`config.mk`:
```
export PLATFORM = sky130hd
export DESIGN_NAME = pll_tick_ctrl
export DESIGN_NICKNAME = d
export VERILOG_FILES = /design/src/include/pll_tick_pkg.sv /design/src/rtl/tick_divider.sv /design/src/rtl/pll_tick_ctrl.sv
export SDC_FILE = /design/constraint.sdc
export NUM_CORES = 1
export LEC_CHECK = 0
export BUFFER_PORTS_ARGS = -buffer_cell sky130_fd_sc_hd__buf_2
export CAP_MARGIN = 10
export CORE_MARGIN = 4
export CORE_UTILIZATION = 45
export CTS_CLUSTER_SIZE = 28
export DETAILED_ROUTE_END_ITERATION = 16
export GPL_ROUTABILITY_DRIVEN = 0
export HOLD_SLACK_MARGIN = 0.02
export PLACE_DENSITY = 0.72
export REMOVE_ABC_BUFFERS = 1
export SYNTH_ARGS = -nofsm -noshare
export SYNTH_HDL_FRONTEND = slang
export SYNTH_HIERARCHICAL = 1
export SYNTH_SLANG_ARGS = --single-unit
```
`constraint.sdc`:
```
create_clock -name sys_clk -period 3.3 [get_ports sys_clk]
set_clock_uncertainty 0.05 [all_clocks]
set_input_delay 0.33 -clock sys_clk [delete_from_list [all_inputs] [get_ports sys_clk]]
set_output_delay 0.33 -clock sys_clk [all_outputs]
set_load 0.01 [all_outputs]
```
`src/include/pll_tick_pkg.sv`:
```
// constants and types shared by the pll control and tick divider logic
package pll_tick_pkg;

    // ************************************************************
    // register map and widths
    // ************************************************************
    localparam int        ADDR_W         = 2;
    localparam int        DATA_W         = 8;
    localparam int        TICK_CNT_W     = 21;
    localparam logic [1:0] ADDR_PLL_CTRL  = 2'h0;
    localparam logic [1:0] ADDR_TICK_CTRL = 2'h1;
    localparam logic [1:0] ADDR_STATUS    = 2'h2;

    // ************************************************************
    // field positions
    // ************************************************************
    localparam int BIT_MON_EN   = 7;
    localparam int BIT_PLL_ON   = 6;
    localparam int BIT_AUTO     = 5;
    localparam int BIT_MAN_HB   = 4;
    localparam int BIT_PRE      = 2;
    localparam int BIT_WDOG_PS  = 1;
    localparam int BIT_SELF_EN  = 0;
    localparam int RATE_PRE_MSB = 6;
    localparam int RATE_PRE_LSB = 4;
    localparam int RATE_MOD_MSB = 3;
    localparam int RATE_MOD_LSB = 0;
    localparam int STAT_SELF    = 0;
    localparam int STAT_ARMED   = 1;
    localparam int STAT_ONCE    = 2;

    // ************************************************************
    // reset values and encodings
    // ************************************************************
    localparam logic [7:0] PLL_CTRL_RST  = 8'h00;
    localparam logic [7:0] TICK_CTRL_RST = 8'h00;
    localparam logic [7:0] DATA_ZERO     = 8'h00;
    localparam logic [2:0] PRESCALE_OFF  = 3'h0;
    localparam logic [4:0] PRESCALE_BASE = 5'h09;
    localparam logic [TICK_CNT_W-1:0] CNT_ZERO = 21'h00_0000;
    localparam logic [TICK_CNT_W-1:0] CNT_ONE  = 21'h00_0001;

    // ************************************************************
    // types
    // ************************************************************
    typedef enum logic [1:0] {
        ST_NORMAL = 2'b01,
        ST_SELF   = 2'b10
    } clock_state_t;

    typedef struct packed {
        logic             wr;
        logic             rd;
        logic [ADDR_W-1:0] addr;
        logic [DATA_W-1:0] wdata;
    } bus_req_t;

    typedef struct packed {
        logic stop;
        logic wait_m;
        logic special;
        logic pseudo_stop_select;
        logic pll_stop_in_wait;
        logic pll_clock_select;
        logic tick_stop_in_wait;
    } mode_t;

endpackage : pll_tick_pkg

```
`src/rtl/tick_divider.sv`:
```
// modulus counter that divides the oscillator enable into tick events
`timescale 1ns/10ps
module tick_divider #(
    parameter int CNT_W = 21
) (
    input  wire logic             clk,
    input  wire logic             rst_n,
    input  wire logic             run,
    input  wire logic             clear,
    input  wire logic [CNT_W-1:0] limit,
    output logic                  tick
);

    logic [CNT_W-1:0] cnt_q;
    logic             wrap;

    assign wrap = (cnt_q + {{(CNT_W-1){1'b0}}, 1'b1}) >= limit;

    // ************************************************************
    // counter
    // ************************************************************
    // count and restart
    always_ff @(posedge clk or negedge rst_n)
    begin
        if (!rst_n)
            cnt_q <= '0;
        else if (clear || limit == '0)
            cnt_q <= '0;
        else if (run)
            cnt_q <= wrap ? '0 : cnt_q + {{(CNT_W-1){1'b0}}, 1'b1};
    end

    always_ff @(posedge clk or negedge rst_n)
    begin
        if (!rst_n)
            tick <= 1'b0;
        else
            tick <= run && !clear && limit != '0 && wrap;
    end
endmodule : tick_divider

```
`src/rtl/pll_tick_ctrl.sv`:
```
// pll control register, self clock mode control and periodic tick divider
`timescale 1ns/10ps
// Function
// - monitor enable locked while self clocking
// - enabled monitor turns clock failure into action
// - full stop disables the monitor
// - pll power bit locked while pll selected
// - self clocking forces pll on, bit unchanged
// - auto bandwidth follows frequency error
// - stop in wait holds auto at one
// - manual bandwidth bit always writable
// - tick runs in pseudo stop if enabled
// - watchdog runs in pseudo stop if enabled
// - self clock enable write once outside special mode, no clear in self clock
// - failure enters self clock or resets
// - tick control write restarts counter
// - prescale code picks power of two
// - modulus multiplies prescale by value plus one
// - tick counts oscillator clock only
// - prescale resets to off
// - pseudo stop keeps oscillator at low amplitude
// - stop in wait clears select, powers pll down
module pll_tick_ctrl (
    input  wire logic                           sys_clk,
    input  wire logic                           nrst,
    input  wire pll_tick_pkg::bus_req_t         bus_req,
    output logic [pll_tick_pkg::DATA_W-1:0]     bus_rdata,
    input  wire pll_tick_pkg::mode_t            mode,
    input  wire logic                           oscillator_clock,
    input  wire logic                           osc_fail,
    input  wire logic                           pll_freq_far,
    output logic                                pll_power,
    output logic                                high_bandwidth,
    output logic                                pll_select_clear,
    output logic                                self_clock_active,
    output logic                                monitor_reset,
    output logic                                osc_run,
    output logic                                osc_low_amp,
    output logic                                watchdog_run,
    output logic                                periodic_tick
);

    // ************************************************************
    // reset release
    // ************************************************************
    logic rst_meta_q;
    logic rst_n;

    always_ff @(posedge sys_clk or negedge nrst)
    begin
        if (!nrst)
        begin
            rst_meta_q <= 1'b0;
            rst_n      <= 1'b0;
        end
        else
        begin
            rst_meta_q <= 1'b1;
            rst_n      <= rst_meta_q;
        end
    end

    // ************************************************************
    // register state
    // ************************************************************
    logic                          mon_en_q;
    logic                          pll_power_on_q;
    logic                          auto_q;
    logic                          manual_high_bandwidth_q;
    logic                          pre_q;
    logic                          watchdog_run_in_pseudo_stop_q;
    logic                          self_en_q;
    logic                          self_en_written_q;
    logic [7:0]                    tick_control_q;
    logic                          fail_q;
    pll_tick_pkg::clock_state_t    state_q;
    logic                          self_mode;
    logic                          wr_pll;
    logic                          wr_tick;
    logic                          pseudo_stop;
    logic                          full_stop;
    logic [2:0]                    prescale;
    logic [3:0]                    modulus;
    logic [pll_tick_pkg::TICK_CNT_W-1:0] tick_limit;
    logic                          tick_run;
    logic                          tick_clear;
    logic [7:0]                    pll_read;
    logic [7:0]                    status_read;

    assign self_mode   = state_q == pll_tick_pkg::ST_SELF;
    assign wr_pll      = bus_req.wr && bus_req.addr == pll_tick_pkg::ADDR_PLL_CTRL;
    assign wr_tick     = bus_req.wr && bus_req.addr == pll_tick_pkg::ADDR_TICK_CTRL;
    assign pseudo_stop = mode.stop && mode.pseudo_stop_select;
    assign full_stop   = mode.stop && !mode.pseudo_stop_select;

    always_ff @(posedge sys_clk or negedge rst_n)
    begin
        if (!rst_n)
            mon_en_q <= pll_tick_pkg::PLL_CTRL_RST[pll_tick_pkg::BIT_MON_EN];
        else if (wr_pll && !self_mode)
            mon_en_q <= bus_req.wdata[pll_tick_pkg::BIT_MON_EN];
    end

    always_ff @(posedge sys_clk or negedge rst_n)
    begin
        if (!rst_n)
            pll_power_on_q <= pll_tick_pkg::PLL_CTRL_RST[pll_tick_pkg::BIT_PLL_ON];
        else if (wr_pll && !mode.pll_clock_select)
            pll_power_on_q <= bus_req.wdata[pll_tick_pkg::BIT_PLL_ON];
    end

    // auto held while stop in wait
    always_ff @(posedge sys_clk or negedge rst_n)
    begin
        if (!rst_n)
            auto_q <= pll_tick_pkg::PLL_CTRL_RST[pll_tick_pkg::BIT_AUTO];
        else if (mode.pll_stop_in_wait)
            auto_q <= 1'b1;
        else if (wr_pll)
            auto_q <= bus_req.wdata[pll_tick_pkg::BIT_AUTO];
    end

    // manual bandwidth and pseudo stop enables
    always_ff @(posedge sys_clk or negedge rst_n)
    begin
        if (!rst_n)
        begin
            manual_high_bandwidth_q       <= pll_tick_pkg::PLL_CTRL_RST[pll_tick_pkg::BIT_MAN_HB];
            pre_q                         <= pll_tick_pkg::PLL_CTRL_RST[pll_tick_pkg::BIT_PRE];
            watchdog_run_in_pseudo_stop_q <= pll_tick_pkg::PLL_CTRL_RST[pll_tick_pkg::BIT_WDOG_PS];
        end
        else if (wr_pll)
        begin
            manual_high_bandwidth_q       <= bus_req.wdata[pll_tick_pkg::BIT_MAN_HB];
            pre_q                         <= bus_req.wdata[pll_tick_pkg::BIT_PRE];
            watchdog_run_in_pseudo_stop_q <= bus_req.wdata[pll_tick_pkg::BIT_WDOG_PS];
        end
    end

    always_ff @(posedge sys_clk or negedge rst_n)
    begin
        if (!rst_n)
        begin
            self_en_q         <= pll_tick_pkg::PLL_CTRL_RST[pll_tick_pkg::BIT_SELF_EN];
            self_en_written_q <= 1'b0;
        end
        else if (wr_pll && (mode.special || !self_en_written_q))
        begin
            self_en_written_q <= 1'b1;
            if (!(self_mode && !bus_req.wdata[pll_tick_pkg::BIT_SELF_EN]))
                self_en_q <= bus_req.wdata[pll_tick_pkg::BIT_SELF_EN];
        end
    end

    always_ff @(posedge sys_clk or negedge rst_n)
    begin
        if (!rst_n)
            tick_control_q <= pll_tick_pkg::TICK_CTRL_RST;
        else if (wr_tick)
            tick_control_q <= bus_req.wdata;
    end

    // ************************************************************
    // clock monitor and self clock mode
    // ************************************************************
    // failure detection gate
    always_ff @(posedge sys_clk or negedge rst_n)
    begin
        if (!rst_n)
            fail_q <= 1'b0;
        else
            fail_q <= osc_fail && mon_en_q && !full_stop;
    end

    always_ff @(posedge sys_clk or negedge rst_n)
    begin
        if (!rst_n)
        begin
            state_q       <= pll_tick_pkg::ST_NORMAL;
            monitor_reset <= 1'b0;
        end
        else
        begin
            monitor_reset <= fail_q && !self_en_q;
            unique case (state_q)
                pll_tick_pkg::ST_NORMAL:
                    if (fail_q && self_en_q)
                        state_q <= pll_tick_pkg::ST_SELF;
                pll_tick_pkg::ST_SELF:
                    state_q <= pll_tick_pkg::ST_SELF;
                default:
                    state_q <= pll_tick_pkg::ST_NORMAL;
            endcase
        end
    end

    // ************************************************************
    // pll and oscillator outputs
    // ************************************************************
    always_ff @(posedge sys_clk or negedge rst_n)
    begin
        if (!rst_n)
        begin
            pll_power         <= 1'b0;
            high_bandwidth    <= 1'b0;
            pll_select_clear  <= 1'b0;
            self_clock_active <= 1'b0;
            osc_run           <= 1'b1;
            osc_low_amp       <= 1'b0;
            watchdog_run      <= 1'b1;
        end
        else
        begin
            // forced on in self clock, powered down in wait when pll stop in wait is set
            pll_power         <= self_mode || (pll_power_on_q && !(mode.wait_m && mode.pll_stop_in_wait));
            high_bandwidth    <= auto_q ? pll_freq_far : manual_high_bandwidth_q;
            pll_select_clear  <= mode.wait_m && mode.pll_stop_in_wait;
            self_clock_active <= self_mode;
            osc_run           <= !full_stop;
            osc_low_amp       <= pseudo_stop;
            watchdog_run      <= !full_stop && !(pseudo_stop && !watchdog_run_in_pseudo_stop_q);
        end
    end

    // ************************************************************
    // tick divider
    // ************************************************************
    assign prescale = tick_control_q[pll_tick_pkg::RATE_PRE_MSB:pll_tick_pkg::RATE_PRE_LSB];
    assign modulus  = tick_control_q[pll_tick_pkg::RATE_MOD_MSB:pll_tick_pkg::RATE_MOD_LSB];

    always_comb
    begin
        tick_limit = pll_tick_pkg::CNT_ZERO;
        if (prescale != pll_tick_pkg::PRESCALE_OFF)
            tick_limit = (pll_tick_pkg::TICK_CNT_W'(modulus) + pll_tick_pkg::CNT_ONE)
                         << (5'(prescale) + pll_tick_pkg::PRESCALE_BASE);
    end

    assign tick_run   = oscillator_clock && !full_stop && !(pseudo_stop && !pre_q);
    assign tick_clear = wr_tick || (mode.wait_m && mode.tick_stop_in_wait);

    tick_divider #(
        .CNT_W (pll_tick_pkg::TICK_CNT_W)
    ) u_tick (
        .clk   (sys_clk),
        .rst_n (rst_n),
        .run   (tick_run),
        .clear (tick_clear),
        .limit (tick_limit),
        .tick  (periodic_tick)
    );

    // ************************************************************
    // register reads
    // ************************************************************
    assign pll_read = {mon_en_q, pll_power_on_q, auto_q, manual_high_bandwidth_q, 1'b0,
                       pre_q, watchdog_run_in_pseudo_stop_q, self_en_q};
    assign status_read = {5'h00, self_en_written_q, mon_en_q && !full_stop, self_mode};

    always_ff @(posedge sys_clk or negedge rst_n)
    begin
        if (!rst_n)
            bus_rdata <= pll_tick_pkg::DATA_ZERO;
        else if (bus_req.rd)
        begin
            unique case (bus_req.addr)
                pll_tick_pkg::ADDR_PLL_CTRL:  bus_rdata <= pll_read;
                pll_tick_pkg::ADDR_TICK_CTRL: bus_rdata <= tick_control_q;
                pll_tick_pkg::ADDR_STATUS:    bus_rdata <= status_read;
                default:                      bus_rdata <= pll_tick_pkg::DATA_ZERO;
            endcase
        end
        else
            bus_rdata <= pll_tick_pkg::DATA_ZERO;
    end
endmodule : pll_tick_ctrl

```
[Word level (Yosys, flattened, before mapping)]
Index checks and enable logic that the tools add are counted.
Storage, ports and cells
  register bits after elaboration: 59
  input port bits: 24
  output and inout port bits: 17
  word-level logic and storage cells: 94
Cells by class
  add/subtract/negate cells: 3
  order comparisons: 1
  equality and inequality tests: 5
  shifts and indexed selects: 1
  mux-type cells: 11
  bitwise operators: 1
  reductions and logical operators: 48
Operators with widths (number)
  $mux W21: 4
  $logic_and A1 B1 Y1: 24
  $pmux W8 S3: 1
  $add A21 B1 Y21 const B: 1
  $ge A21 B21 Y1: 1
  $logic_not A21 Y1: 1
  $reduce_bool A21 Y1: 1
  $shl A5 B5 Y21: 1
  $logic_not A1 Y1: 13
  $mux W8: 1
  $add A3 B4 Y5 const B: 1
  $add A4 B1 Y5 const B: 1
  $eq A2 B1 Y1 const B: 2
  $eq A2 B2 Y1 const B: 2
  $logic_or A1 B1 Y1: 4
  $pmux W2 S2: 1
  $reduce_bool A2 Y1: 2
  $mux W1: 3
  $reduce_bool A3 Y1: 1
  $logic_not A2 Y1: 1
  $mux W2: 1
  $ne A2 B2 Y1 const B: 1
  $reduce_and A2 Y1: 1
  $not A1 Y1: 1

[Depth between registers and ports, before layout]
Gate-level depths: netlist of run 1.
  word-level depth: 8
  mapped depth: 17
  gate-level depth less buffers: 14

[By module]
The synthesis of run 1 kept the hierarchy.
Modules (own cells, without submodules)
  tick_divider: instances 1, cells an instance 256, area each 2173.3 µm², seq. area each 550.5 µm²
  pll_tick_ctrl: instances 1, cells an instance 211, area each 2125.8 µm², seq. area each 929.6 µm²

[Least setup slack after synthesis of run 1]
OpenSTA, ideal clock, no wires.
  path kind: register to register
  from: register tick_control_q[5]
  to: register u_tick.cnt_q[8]
  library setup time: 82 ps
  arrival: 3419 ps
  required time: 3168 ps
  slack: -251 ps
  cell stages (with the launch flop): 17
  path buffers: 2
  clock period less this slack: 3551 ps
  cells stage by stage: dfrtp_1 > ha_1 > ha_1 > clkbuf_1 > or3b_1 > o2bb2ai_1 > o21ai_1 > a21oi_1 > inv_1 > ha_1 > nand4_2 > nor3_2 > a221o_1 > nor3_4 > buf_6 > nand4_1 > a31oi_1
On the way
  word-level cells in the longest chain between the ends: 7
  elaborated cells between the ends (all ways): 11
  classes of those cells: add/sub: 1; order compare: 1; shift: 1; mux: 4; reduce/logical: 4
Ends and longest elaborated chain
  start, declared: RTL line pll_tick_ctrl.sv:74  | logic [7:0] tick_control_q;
  start signal, assigned: RTL line pll_tick_ctrl.sv:158  | tick_control_q <= pll_tick_pkg::TICK_CTRL_RST;
  start signal, assigned: RTL line pll_tick_ctrl.sv:160  | tick_control_q <= bus_req.wdata;
  $add A3 B4 Y5: RTL line pll_tick_ctrl.sv:236  | << (5'(prescale) + pll_tick_pkg::PRESCALE_BASE);
  $shl A5 B5 Y21: RTL line pll_tick_ctrl.sv:235  | tick_limit = (pll_tick_pkg::TICK_CNT_W'(modulus) + pll_tick_pkg::CNT_ONE)
  $mux W21 *: RTL line pll_tick_ctrl.sv:234  | if (prescale != pll_tick_pkg::PRESCALE_OFF)
  net tick_limit, one bit: RTL line pll_tick_ctrl.sv:84  | logic [pll_tick_pkg::TICK_CNT_W-1:0] tick_limit;
  $ge A21 B21 Y1: RTL line tick_divider.sv:17  | assign wrap = (cnt_q + {{(CNT_W-1){1'b0}}, 1'b1}) >= limit;
  $mux W21: RTL line tick_divider.sv:30  | cnt_q <= wrap ? '0 : cnt_q + {{(CNT_W-1){1'b0}}, 1'b1};
  $mux W21: RTL line tick_divider.sv:29  | else if (run)
  $mux W21: RTL line tick_divider.sv:27  | else if (clear || limit == '0)
  end signal, assigned: RTL line tick_divider.sv:30
  end, declared: RTL line tick_divider.sv:14  | logic [CNT_W-1:0] cnt_q;
Mark *: on every way through the listed nets, which the timed path passes. The rest lies on a longest branch. The select of a mux whose other input is x is not followed.
A chain may end at the register's enable or synchronous reset.

[Worst setup path after layout of run 1]
  from: register tick_control_q[4]
  to: register u_tick.cnt_q[17]
Same word-level chain as after synthesis.

==> results of run 1 <==
where the power goes:
group / leakage [nW] / switching (mW) / internal (mW) / total [mW]
sequential: 0.742 / 0.0606 / 0.780 / 0.841
clock: 0.0910 / 0.351 / 0.283 / 0.634
combinational: 1.57 / 0.851 / 0.592 / 1.44
total: 2.40 / 1.26 / 1.66 / 2.92
final timing paths:
kind,depth (start not counted),endpoint,slack [ns],from
hold reg to reg,0,self_en_q,0.30,rst_n
max in group asynchronous,1,u_tick/cnt_q[9],2.11,rst_n
min in group asynchronous,2,rst_meta_q,0.22,nrst
setup reg to reg,16,u_tick/cnt_q[17],-0.21,tick_control_q[4]
setup / recovery,16,u_tick/cnt_q[17],-0.21,tick_control_q[4]
hold / removal,2,watchdog_run,0.10,mode[6]
critical path, delay by kind of cell (launching register included):
family	cells	cell delay, ns
AOI/OAI and AO/OA	7	1.14
adders and majority gates	3	0.65
buffers and inverters	3	0.38
DFF	1	0.46
and+or+nand+nor	3	0.75
layout make-up:
class	count	area, sq um
fillers	780	3850
well taps	129	161
inverters	34	128
clock inverters	7	56.3
repair buffers	88	632
multi-input cells	349	2850
flip-flops and latches	59	1480
clock buffers	9	124
cells by family (layout without fill, tap and decap cells):
logic type	after synthesis	after routing	share of synthesized area [%]
AOI/OAI and AO/OA	89	89	14.3
xor gates and xnor gates	20	20	4.60
adders and majority gates	28	28	8.15
buffers and inverters	59	138	6.66
DFF	59	59	34.4
muxes	21	21	5.30
other	1	1	0.0872
and+or+nand+nor	190	190	26.5
cells in the mapped netlist (3+ instances only):
cell type  instances  area [sq um]
dfrtp_1           56          1400
nand2_1           52           195
inv_1             32           120
nor2_1            31           116
ha_1              28           350
a21oi_1           27           135
nand4_1           26           163
nand3_1           13          65.1
buf_2              9          45.0
mux2_2             9           101
nor2b_1            9          56.3
xor2_1             9          78.8
xnor2_1            8          70.1
mux2i_1            7          70.1
nand2b_1           7          43.8
o21ai_1            7          35.0
o32ai_1            7          61.3
a31oi_1            6          37.5
clkbuf_1           6          22.5
nor4_1             6          37.5
o211ai_1           6          45.0
o21ai_0            6          30.0
a211oi_1           5          37.5
and3_1             5          31.3
buf_6              5          56.3
mux2_1             5          56.3
nor3_1             5          25.0
a21oi_2            4          35.0
and2_1             4          25.0
buf_4              4          30.0
nand4b_1           4          35.0
o22ai_1            4          25.0
a21o_1             3          22.5
dfstp_2            3          78.8
nand3b_1           3          22.5
nor3_4             3          48.8
nor3b_2            3          37.5
xnor2_2            3          48.8
cell usage in the layout, fill, tap and decap left out, drive strengths merged, types with 2 or more instances in the layout:
cell    synthesis  layout
a211oi          5       5
a21boi          3       3
a21o            3       3
a21oi          31      31
a31oi           6       6
and2            4       4
and3            6       6
buf            18      87
clkbuf          7       9
clkinv          0       2
dfrtp          56      56
dfstp           3       3
ha             28      28
inv            34      38
mux2           14      14
mux2i           7       7
nand2          52      52
nand2b          7       7
nand3          14      14
nand3b          3       3
nand4          30      30
nand4b          4       4
nor2           32      32
nor2b           9       9
nor3            9       9
nor3b           5       5
nor4            9       9
o211ai          6       6
o21a            2       2
o21ai          13      13
o22ai           4       4
o32ai           7       7
or2             2       2
xnor2          11      11
xor2            9       9
stage by stage:
step	TNS [ns]	cell area (sq um)
final	-4.04	5440
after global routing	-7.14	5440
after CTS	-2.01	5250
after detailed placement	-3.98	4800
after global placement	-1.62	4800
after floorplan	-25.22	4140
registers in the layout, summed over array words and instances (netlist names), 2 cells and up:
register        flops
bus_rdata           8
state_q             2
tick_control_q      8
u_tick/cnt_q       21
routing by layer:
| layer | up-vias | wire, um | GRT usage [%] |
|---|---|---|---|
| li1 | 1831 | - | - |
| met1 | 1980 | 4920 | 26.1 |
| met2 | 177 | 6200 | 36.1 |
| met3 | 47 | 788 | 3.37 |
| met4 | 0 | 351 | 7.22 |
| met5 | - | 0 | 0 |
repair_timing:
action,4_1_cts,5_1_grt
hold buffers,1,0
gates cloned,2,1
hold endpoints to repair,2,0
setup endpoints to repair,22,22
resized for setup,30,31
pin swaps,23,36
setup buffers,4,6
==> results_dict.tcl, run 1 <==
set metrics [dict create \
    nets 593 \
    fmax_ghz 0.285 \
    ir_drop_uv 291 \
    antenna_found_initial 0 \
    die_height_um 106 \
    p_total_mw 2.92 \
    dieArea_sq_um 11200 \
    cts-htree-levels 3 \
    die_w_um 106 \
    hpwlAfterDp_um 7500 \
    min_path_type "input pin to flip-flop" \
    slowest_delay_ns 0.46 \
    synth-seq-cells 59 \
    path_common_cell "ha_4" \
    placement.setup.worst_slack_ns -0.228 \
    worst-slew-pin-transition_ns 0.996 \
    io_pins 41 \
    leakage_nw 2.40 \
    synth_area_per_cell_sq_um 9.21 \
    wire_per_inst_um 18.2 \
    area_delta_synth_final_pct 26.5 \
    core-area_sq_um 9280 \
    vias 4035 \
    clk_pin_slew_ns 0.08 \
    num_rows 35 \
    fin_ws_ns -0.214 \
    grt_pass1_wl_um 18800 \
    violations "negative setup slack" \
    clk_path_buf_depth 2 \
    cap_violations 0 \
    synth.distinct_cells 70 \
    status "finished, violations left" \
    drt_iter0_markers 414 \
    drive_above_1_share_pct 35.9 \
    clock_latency_ns 0.35 \
    ys_seq_area_share_pct 34.4 \
    clock-root-buffer "clkbuf_8" \
    async_flop_share_pct 100 \
    drv_slew 0 \
    diodes 0 \
    wl_um 12300 \
    finalHoldViolCount 0 \
    port_buffers 40 \
    crit_arrival_ns 3.74 \
    crit_chain "ha_4 > ha_4 > or3b_4 > o2bb2ai_4 > a211oi_4 > nor2_1 > inv_1 > ha_4 > a21oi_2 > o21ai_2 > a221o_1 > nor3_4 > buf_6 > buf_16 > o211ai_1 > a21oi_2" \
    cts_sinks 59 \
    syn-instance-count 467 \
    worst-setup-path-type "flip-flop to flip-flop" \
    post-route-util_pct 58.6 \
    rsz0062_at_grt "true" \
    tritoncts "built" \
    cts_buffers 9 \
    grt_start_max_net_pins 38 \
    crit_slowest_cell "dfrtp_2" \
    hold_ws_ns 0.104 \
    slew_headroom_pct 33.5 \
    crit_fanout 7 \
    finalCritPeriodShare_pct 106 \
    synth_flop_cell "dfrtp_1" \
    syn_area_sq_um 4300 \
    min_period_ns 3.51 \
    cp.required_ns 3.52 \
    grt_pass1_vias 3944 \
    dp.cells 646 \
    p_per_area_nw_per_um2 537 \
    cp-start-kind "flip-flop" \
    synth_edf_count 0 \
    synth_warnings 6 \
    ant_nets 0 \
    vias_per_cell 5.98 \
    endpoint_kind "flip-flop" \
    drc_errors 0 \
    grt_overflow 0 \
    firstDrtPassIters 5 \
    finalSetupViolations 22 \
    instances_no_fill 675 \
    initial_core_util_pct 46.3 \
    grt_use_total_pct 20.8 \
]
(Power assumes the default switching activity.)
==> inputs of run 2 (changes only) <==
==> constraint.sdc (replaced) <==
create_clock -name sys_clk -period 3.3 [get_ports sys_clk]
set_clock_uncertainty 0.05 [all_clocks]
set_input_delay 0.66 -clock sys_clk [delete_from_list [all_inputs] [get_ports sys_clk]]
set_output_delay 0.66 -clock sys_clk [all_outputs]
set_load 0.01 [all_outputs]
==> run 2 against run 1 <==
The run still ends with negative setup slack left. Worst setup slack worse by 0.15 ns. Final cell count is 1.6% higher. Utilization is 2.2 points higher. Maximum frequency is 4.1% lower. Wire length is 2.1% higher. Sequential power hardly changed. Worst hold slack better by 0.16 ns. First-iteration DRC count is 1.7% lower. Power is 12% higher. Via count is 1.5% higher. Non-clock buffer count is 11 higher. Clock-buffer cell count stayed put.
==> results_dict.tcl, run 2 (synthesis results as in run 1) <==
set metrics [dict create \
    final_cell_mix "55 x dfrtp_1, 52 x nand2_1, 44 x buf_4" \
    final_common_cell "dfrtp_1" \
    antenna_found_initial 0 \
    hpwlAfterDp_um 7580 \
    dieArea_sq_um 11200 \
    nets 604 \
    area_delta_synth_final_pct 31.2 \
    finalCritPeriodShare_pct 111 \
    endpoint_kind "flip-flop" \
    multi_input_area_sq_um 2870 \
    clock-root-buffer "clkbuf_8" \
    r2r_setup_slack_ns -0.36 \
    finalHoldViolCount 0 \
    drv_slew 0 \
    worst-slew-pin-transition_ns 0.711 \
    regArea_sq_um 1480 \
    cp-start-kind "flip-flop" \
    wl_um 12500 \
    drive_above_1_share_pct 37.3 \
    reg_top3 "u_tick/cnt_q x21, bus_rdata x8, tick_control_q x8" \
    die_height_um 106 \
    hold_ws_ns 0.263 \
    status "finished, violations left" \
    largest_register_ffs 21 \
    slew_headroom_pct 52.6 \
    core-area_sq_um 9280 \
    crit_fanout 8 \
    dp.cells 648 \
    grt_overflow 0 \
    port_buffers 40 \
    vias 4095 \
    grt_pass1_wl_um 18800 \
    r2r_start "tick_control_q[4]" \
    die_w_um 106 \
    grt_start_max_net_pins 33 \
    diodes 0 \
    regMostFlops "u_tick/cnt_q" \
    cp-startpoint "tick_control_q[4]" \
    drt_iter0_markers 407 \
    cts_sinks 59 \
    fmax_ghz 0.273 \
    min_period_ns 3.66 \
    fin_ws_ns -0.364 \
    io_pins 41 \
    initial_core_util_pct 46.3 \
    clock_latency_ns 0.37 \
    drc_errors 0 \
    cts_buffers 9 \
    worst-setup-path-type "flip-flop to flip-flop" \
    instances_no_fill 686 \
    tritoncts "built" \
    crit_arrival_ns 3.91 \
    stdcell_area_sq_um 5640 \
    cts-htree-levels 3 \
    min_path_type "flip-flop to async pin" \
    grt_use_total_pct 20.9 \
    clk_pin_slew_ns 0.09 \
    nFillCells 746 \
    wire_per_inst_um 18.3 \
    post_dp_cell_area_sq_um 4830 \
    cp.required_ns 3.54 \
    ir_drop_uv 288 \
    finalSetupViolations 22 \
    p_per_area_nw_per_um2 578 \
    num_rows 35 \
    leakage_nw 2.50 \
    vias_per_cell 5.97 \
    rsz0062_at_grt "true" \
    clk_path_buf_depth 2 \
    firstDrtPassIters 6 \
    ant_nets 0 \
    grt_pass1_vias 3993 \
    cap_violations 0 \
    violations "negative setup slack" \
]
## run 2: changes by cell type in the layout (fill, tap and decap cells not counted), sizes merged
| cell | delta |
|---|---|
| clkinv | -1 |
| buf | +8 |
| clkbuf | +3 |
| bufinv | +1 |
## run 2: layout make-up
class	count	share of cell area (%)
flip-flops and latches	59	26.3
multi-input cells	349	50.8
repair buffers	99	14.1
clock inverters	7	1.44
well taps	129	2.86
inverters	34	2.26
clock buffers	9	2.20
## run 2: power by group
| group | switching, mW | internal, mW |
|---|---|---|
| registers | 0.0643 | 0.780 |
| clock network | 0.369 | 0.361 |
| logic | 0.908 | 0.777 |
## run 2: timing repair
item | 4_1_cts | 5_1_grt
cloned | 2 | 4
buffers inserted | 5 | 11
setup endpoints to repair | 22 | 22
hold buffers | 1 | 0
gates resized for setup | 34 | 33
pin swaps | 32 | 22
endpoints found under the hold margin | 2 | 0
## run 2: layer usage
metal / vias to the layer above / wire length, um / share of wire [%] / track usage, %
li1: 1863 / - / - / -
met1: 2009 / 5300 / 42 / 26.2
met2: 180 / 6030 / 48 / 35.3
met3: 43 / 819 / 6.5 / 4.47
met4: 0 / 384 / 3.1 / 7.68
met5: - / 0 / 0 / 0
## run 2: metrics by stage
stage | util, % | worst slack, ns | TNS, ns | total power [mW]
after global routing | 60.8 | -0.479 | -9.16 | 3.40
after detailed placement | 52.0 | -0.219 | -3.87 | 1.98
final | 60.8 | -0.364 | -6.75 | 3.26
after CTS | 57.5 | -0.0989 | -1.58 | 2.84
after floorplan | - | -1.20 | -25.22 | 1.52
after global placement | 52.0 | -0.130 | -2.38 | 1.96
## run 2: path summary, 6_finish.rpt
check,end,cells past startpoint
setup / recovery,u_tick/cnt_q[6],16
hold / removal,pre_q,0
setup reg to reg,u_tick/cnt_q[6],16
hold reg to reg,pre_q,0
max in group asynchronous,state_q[0],1
min in group sys_clk,rst_n,0
## run 2: worst max-delay path, stage by stage (launching register included)
cell,delay (ns)
dfrtp_1,0.43
buf_6,0.17
buf_8,0.12
buf_4,0.14
nor2b_1,0.40
nand2_1,0.25
o32ai_2,0.23
inv_1,0.09
ha_1,0.32
a21oi_1,0.15
o21ai_1,0.10
a221o_1,0.41
nor3_4,0.17
buf_6,0.16
buf_16,0.12
nand4_1,0.11
a21oi_2,0.16
==> inputs of run 3 (changes only) <==
--- a/config.mk
+++ b/config.mk
@@ -13,7 +13,7 @@
 export DETAILED_ROUTE_END_ITERATION = 16
 export GPL_ROUTABILITY_DRIVEN = 0
 export HOLD_SLACK_MARGIN = 0.02
-export PLACE_DENSITY = 0.72
+export PLACE_DENSITY_LB_ADDON = 0.3
 export REMOVE_ABC_BUFFERS = 1
 export SYNTH_ARGS = -nofsm -noshare
 export SYNTH_HDL_FRONTEND = slang
==> constraint.sdc (replaced) <==
create_clock -name sys_clk -period 3.25 [get_ports sys_clk]
set_clock_uncertainty 0.05 [all_clocks]
set_input_delay 0.65 -clock sys_clk [delete_from_list [all_inputs] [get_ports sys_clk]]
set_output_delay 0.65 -clock sys_clk [all_outputs]
set_load 0.01 [all_outputs]
==> run 3 against run 2 <==
The run still ends with negative setup slack left. Via count increased by 6.3%. Non-clock buffer count increased by 35. Clock-buffer cell count unchanged. Largest power group unchanged.
==> results_dict.tcl, run 3 (synthesis results as in run 1) <==
set metrics [dict create \
    finalCritPeriodShare_pct 116 \
    antenna_found_initial 0 \
    grt_pass1_wl_um 20500 \
    dieArea_sq_um 11200 \
    finalSetupViolations 22 \
    cts_sinks 59 \
    vias_per_cell 6.04 \
    fin_ws_ns -0.504 \
    drt_iter0_markers 460 \
    hold_ws_ns 0.204 \
    status "finished, violations left" \
    dp.cells 658 \
    drc_errors 0 \
    clk_pin_slew_ns 0.08 \
    wl_um 14200 \
    finalHoldViolCount 0 \
    rsz0062_at_grt "true" \
    r2r_setup_slack_ns -0.50 \
    grt_use_total_pct 22.7 \
    instances_no_fill 721 \
    drive_above_1_share_pct 42.7 \
    crit_arrival_ns 3.96 \
    worst-slew-pin-transition_ns 1.01 \
    regMostFlops "u_tick/cnt_q" \
    cts_buffers 9 \
    diodes 0 \
    endpoint_kind "flip-flop" \
    placement.setup.worst_slack_ns -0.314 \
    nFillCells 676 \
    reg2reg_depth 16 \
    die_w_um 106 \
    nets 639 \
    area_delta_synth_final_pct 40.4 \
    initial_core_util_pct 46.3 \
    io_pins 41 \
    cts-htree-levels 3 \
    crit_fanout 7 \
    final_cell_mix "76 x buf_4, 54 x dfrtp_1, 51 x nand2_1" \
    p_total_mw 3.68 \
    vias 4352 \
    grt_overflow 0 \
    grt_use_met2_pct 37.4 \
    final_common_cell "buf_4" \
    top_usage_layer "met2" \
    hpwlAfterDp_um 7620 \
    grt_use_met3_pct 4.96 \
    cp-start-kind "flip-flop" \
    reg2reg_to "u_tick/cnt_q[16]" \
    grtUsageMet1_pct 28.8 \
    port_buffers 40 \
    ir_drop_uv 326 \
    clock_latency_ns 0.35 \
    drv_slew 0 \
    fmax_ghz 0.266 \
    clk_path_buf_depth 2 \
    reg_top3 "u_tick/cnt_q x21, bus_rdata x8, tick_control_q x8" \
    cap_violations 0 \
    leakage_nw 2.69 \
    worst-setup-path-type "flip-flop to flip-flop" \
    grt_start_max_net_pins 35 \
    firstDrtPassIters 7 \
    cp.required_ns 3.46 \
    min_path_type "flip-flop to async pin" \
    min_period_ns 3.75 \
    die_height_um 106 \
    ant_nets 0 \
    violations "negative setup slack" \
    grt_pass1_vias 4086 \
    largest_register_ffs 21 \
    num_rows 35 \
    tritoncts "built" \
    wire_per_inst_um 19.6 \
    clock-root-buffer "clkbuf_8" \
    slew_headroom_pct 32.3 \
    core-area_sq_um 9280 \
    p_per_area_nw_per_um2 609 \
    post-route-util_pct 65.0 \
    r2r_start "tick_control_q[4]" \
]
run 3: cell types whose count changed in the layout (fill, tap and decap cells not counted), moves of 2 or more:
cell / previous run / this run
buf_4: 44 / 76
buf_6: 5 / 9
inv_6: 4 / 1
a21oi_2: 11 / 9
a21oi_4: 0 / 2
clkbuf_16: 3 / 1
o32ai_4: 0 / 2
run 3: how the worst max path moves through the flow:
| stage | startpoint | to |
|---|---|---|
| 6_report | tick_control_q[4] | u_tick/cnt_q[16] |
| 5_1_grt | tick_control_q[4] | u_tick/cnt_q[16] |
| 4_1_cts | tick_control_q[4] | u_tick/cnt_q[16] |
| 3_5_place_dp | tick_control_q[5] | u_tick/cnt_q[8] |
| 3_3_place_gp | tick_control_q[5] | u_tick/cnt_q[8] |
| 2_1_floorplan | tick_control_q[4] | u_tick/tick |
run 3: repair_timing:
action,CTS,global route
cloned,4,6
endpoints found under the setup margin,22,22
setup buffers,26,12
resized for setup,40,54
pin swaps,23,37
endpoints found under the hold margin,0,2
hold buffers,0,1
run 3: worst max-delay path, stage by stage (launching register included):
cell and delay, ns:
dfrtp_1 0.41, buf_6 0.14, buf_4 0.11, nand3_1 0.23, nor2_1 0.25, nand2_1 0.23
o32ai_4 0.31, inv_1 0.08, ha_1 0.32, a21oi_1 0.19, o21ai_1 0.11, a221o_1 0.39
nor3_4 0.17, buf_6 0.13, buf_6 0.12, nand4_1 0.15, a31oi_1 0.26
run 3: final cells by class:
| type | count | area [sq um] | share of cell area [%] |
|---|---|---|---|
| multi-input cells | 349 | 2970 | 49.2 |
| clock buffers | 9 | 124 | 2.05 |
| inverters | 34 | 128 | 2.11 |
| clock inverters | 7 | 101 | 1.68 |
| flip-flops and latches | 59 | 1480 | 24.6 |
| repair buffers | 134 | 1070 | 17.8 |
| well taps | 129 | 161 | 2.67 |
run 3: per-layer routing:
metal	routed length, um	vias up
met5	0	-
met4	550	0
met3	1270	67
met2	6840	272
met1	5500	2095
li1	-	1918
run 3: report_power, final:
group          switching, mW  leakage [nW]  total [mW]  internal (mW)
clock                  0.347         0.106       0.784          0.437
combinational           1.07          1.84        2.04          0.969
sequential            0.0594         0.742       0.852          0.792
run 3: metrics by stage:
step	TNS, ns	cell area, sq um
floorplan	-26.32	4140
global placement	-3.97	4890
detailed placement	-6.07	4890
CTS	-4.08	5650
global route	-12.14	6040
finish	-9.13	6040
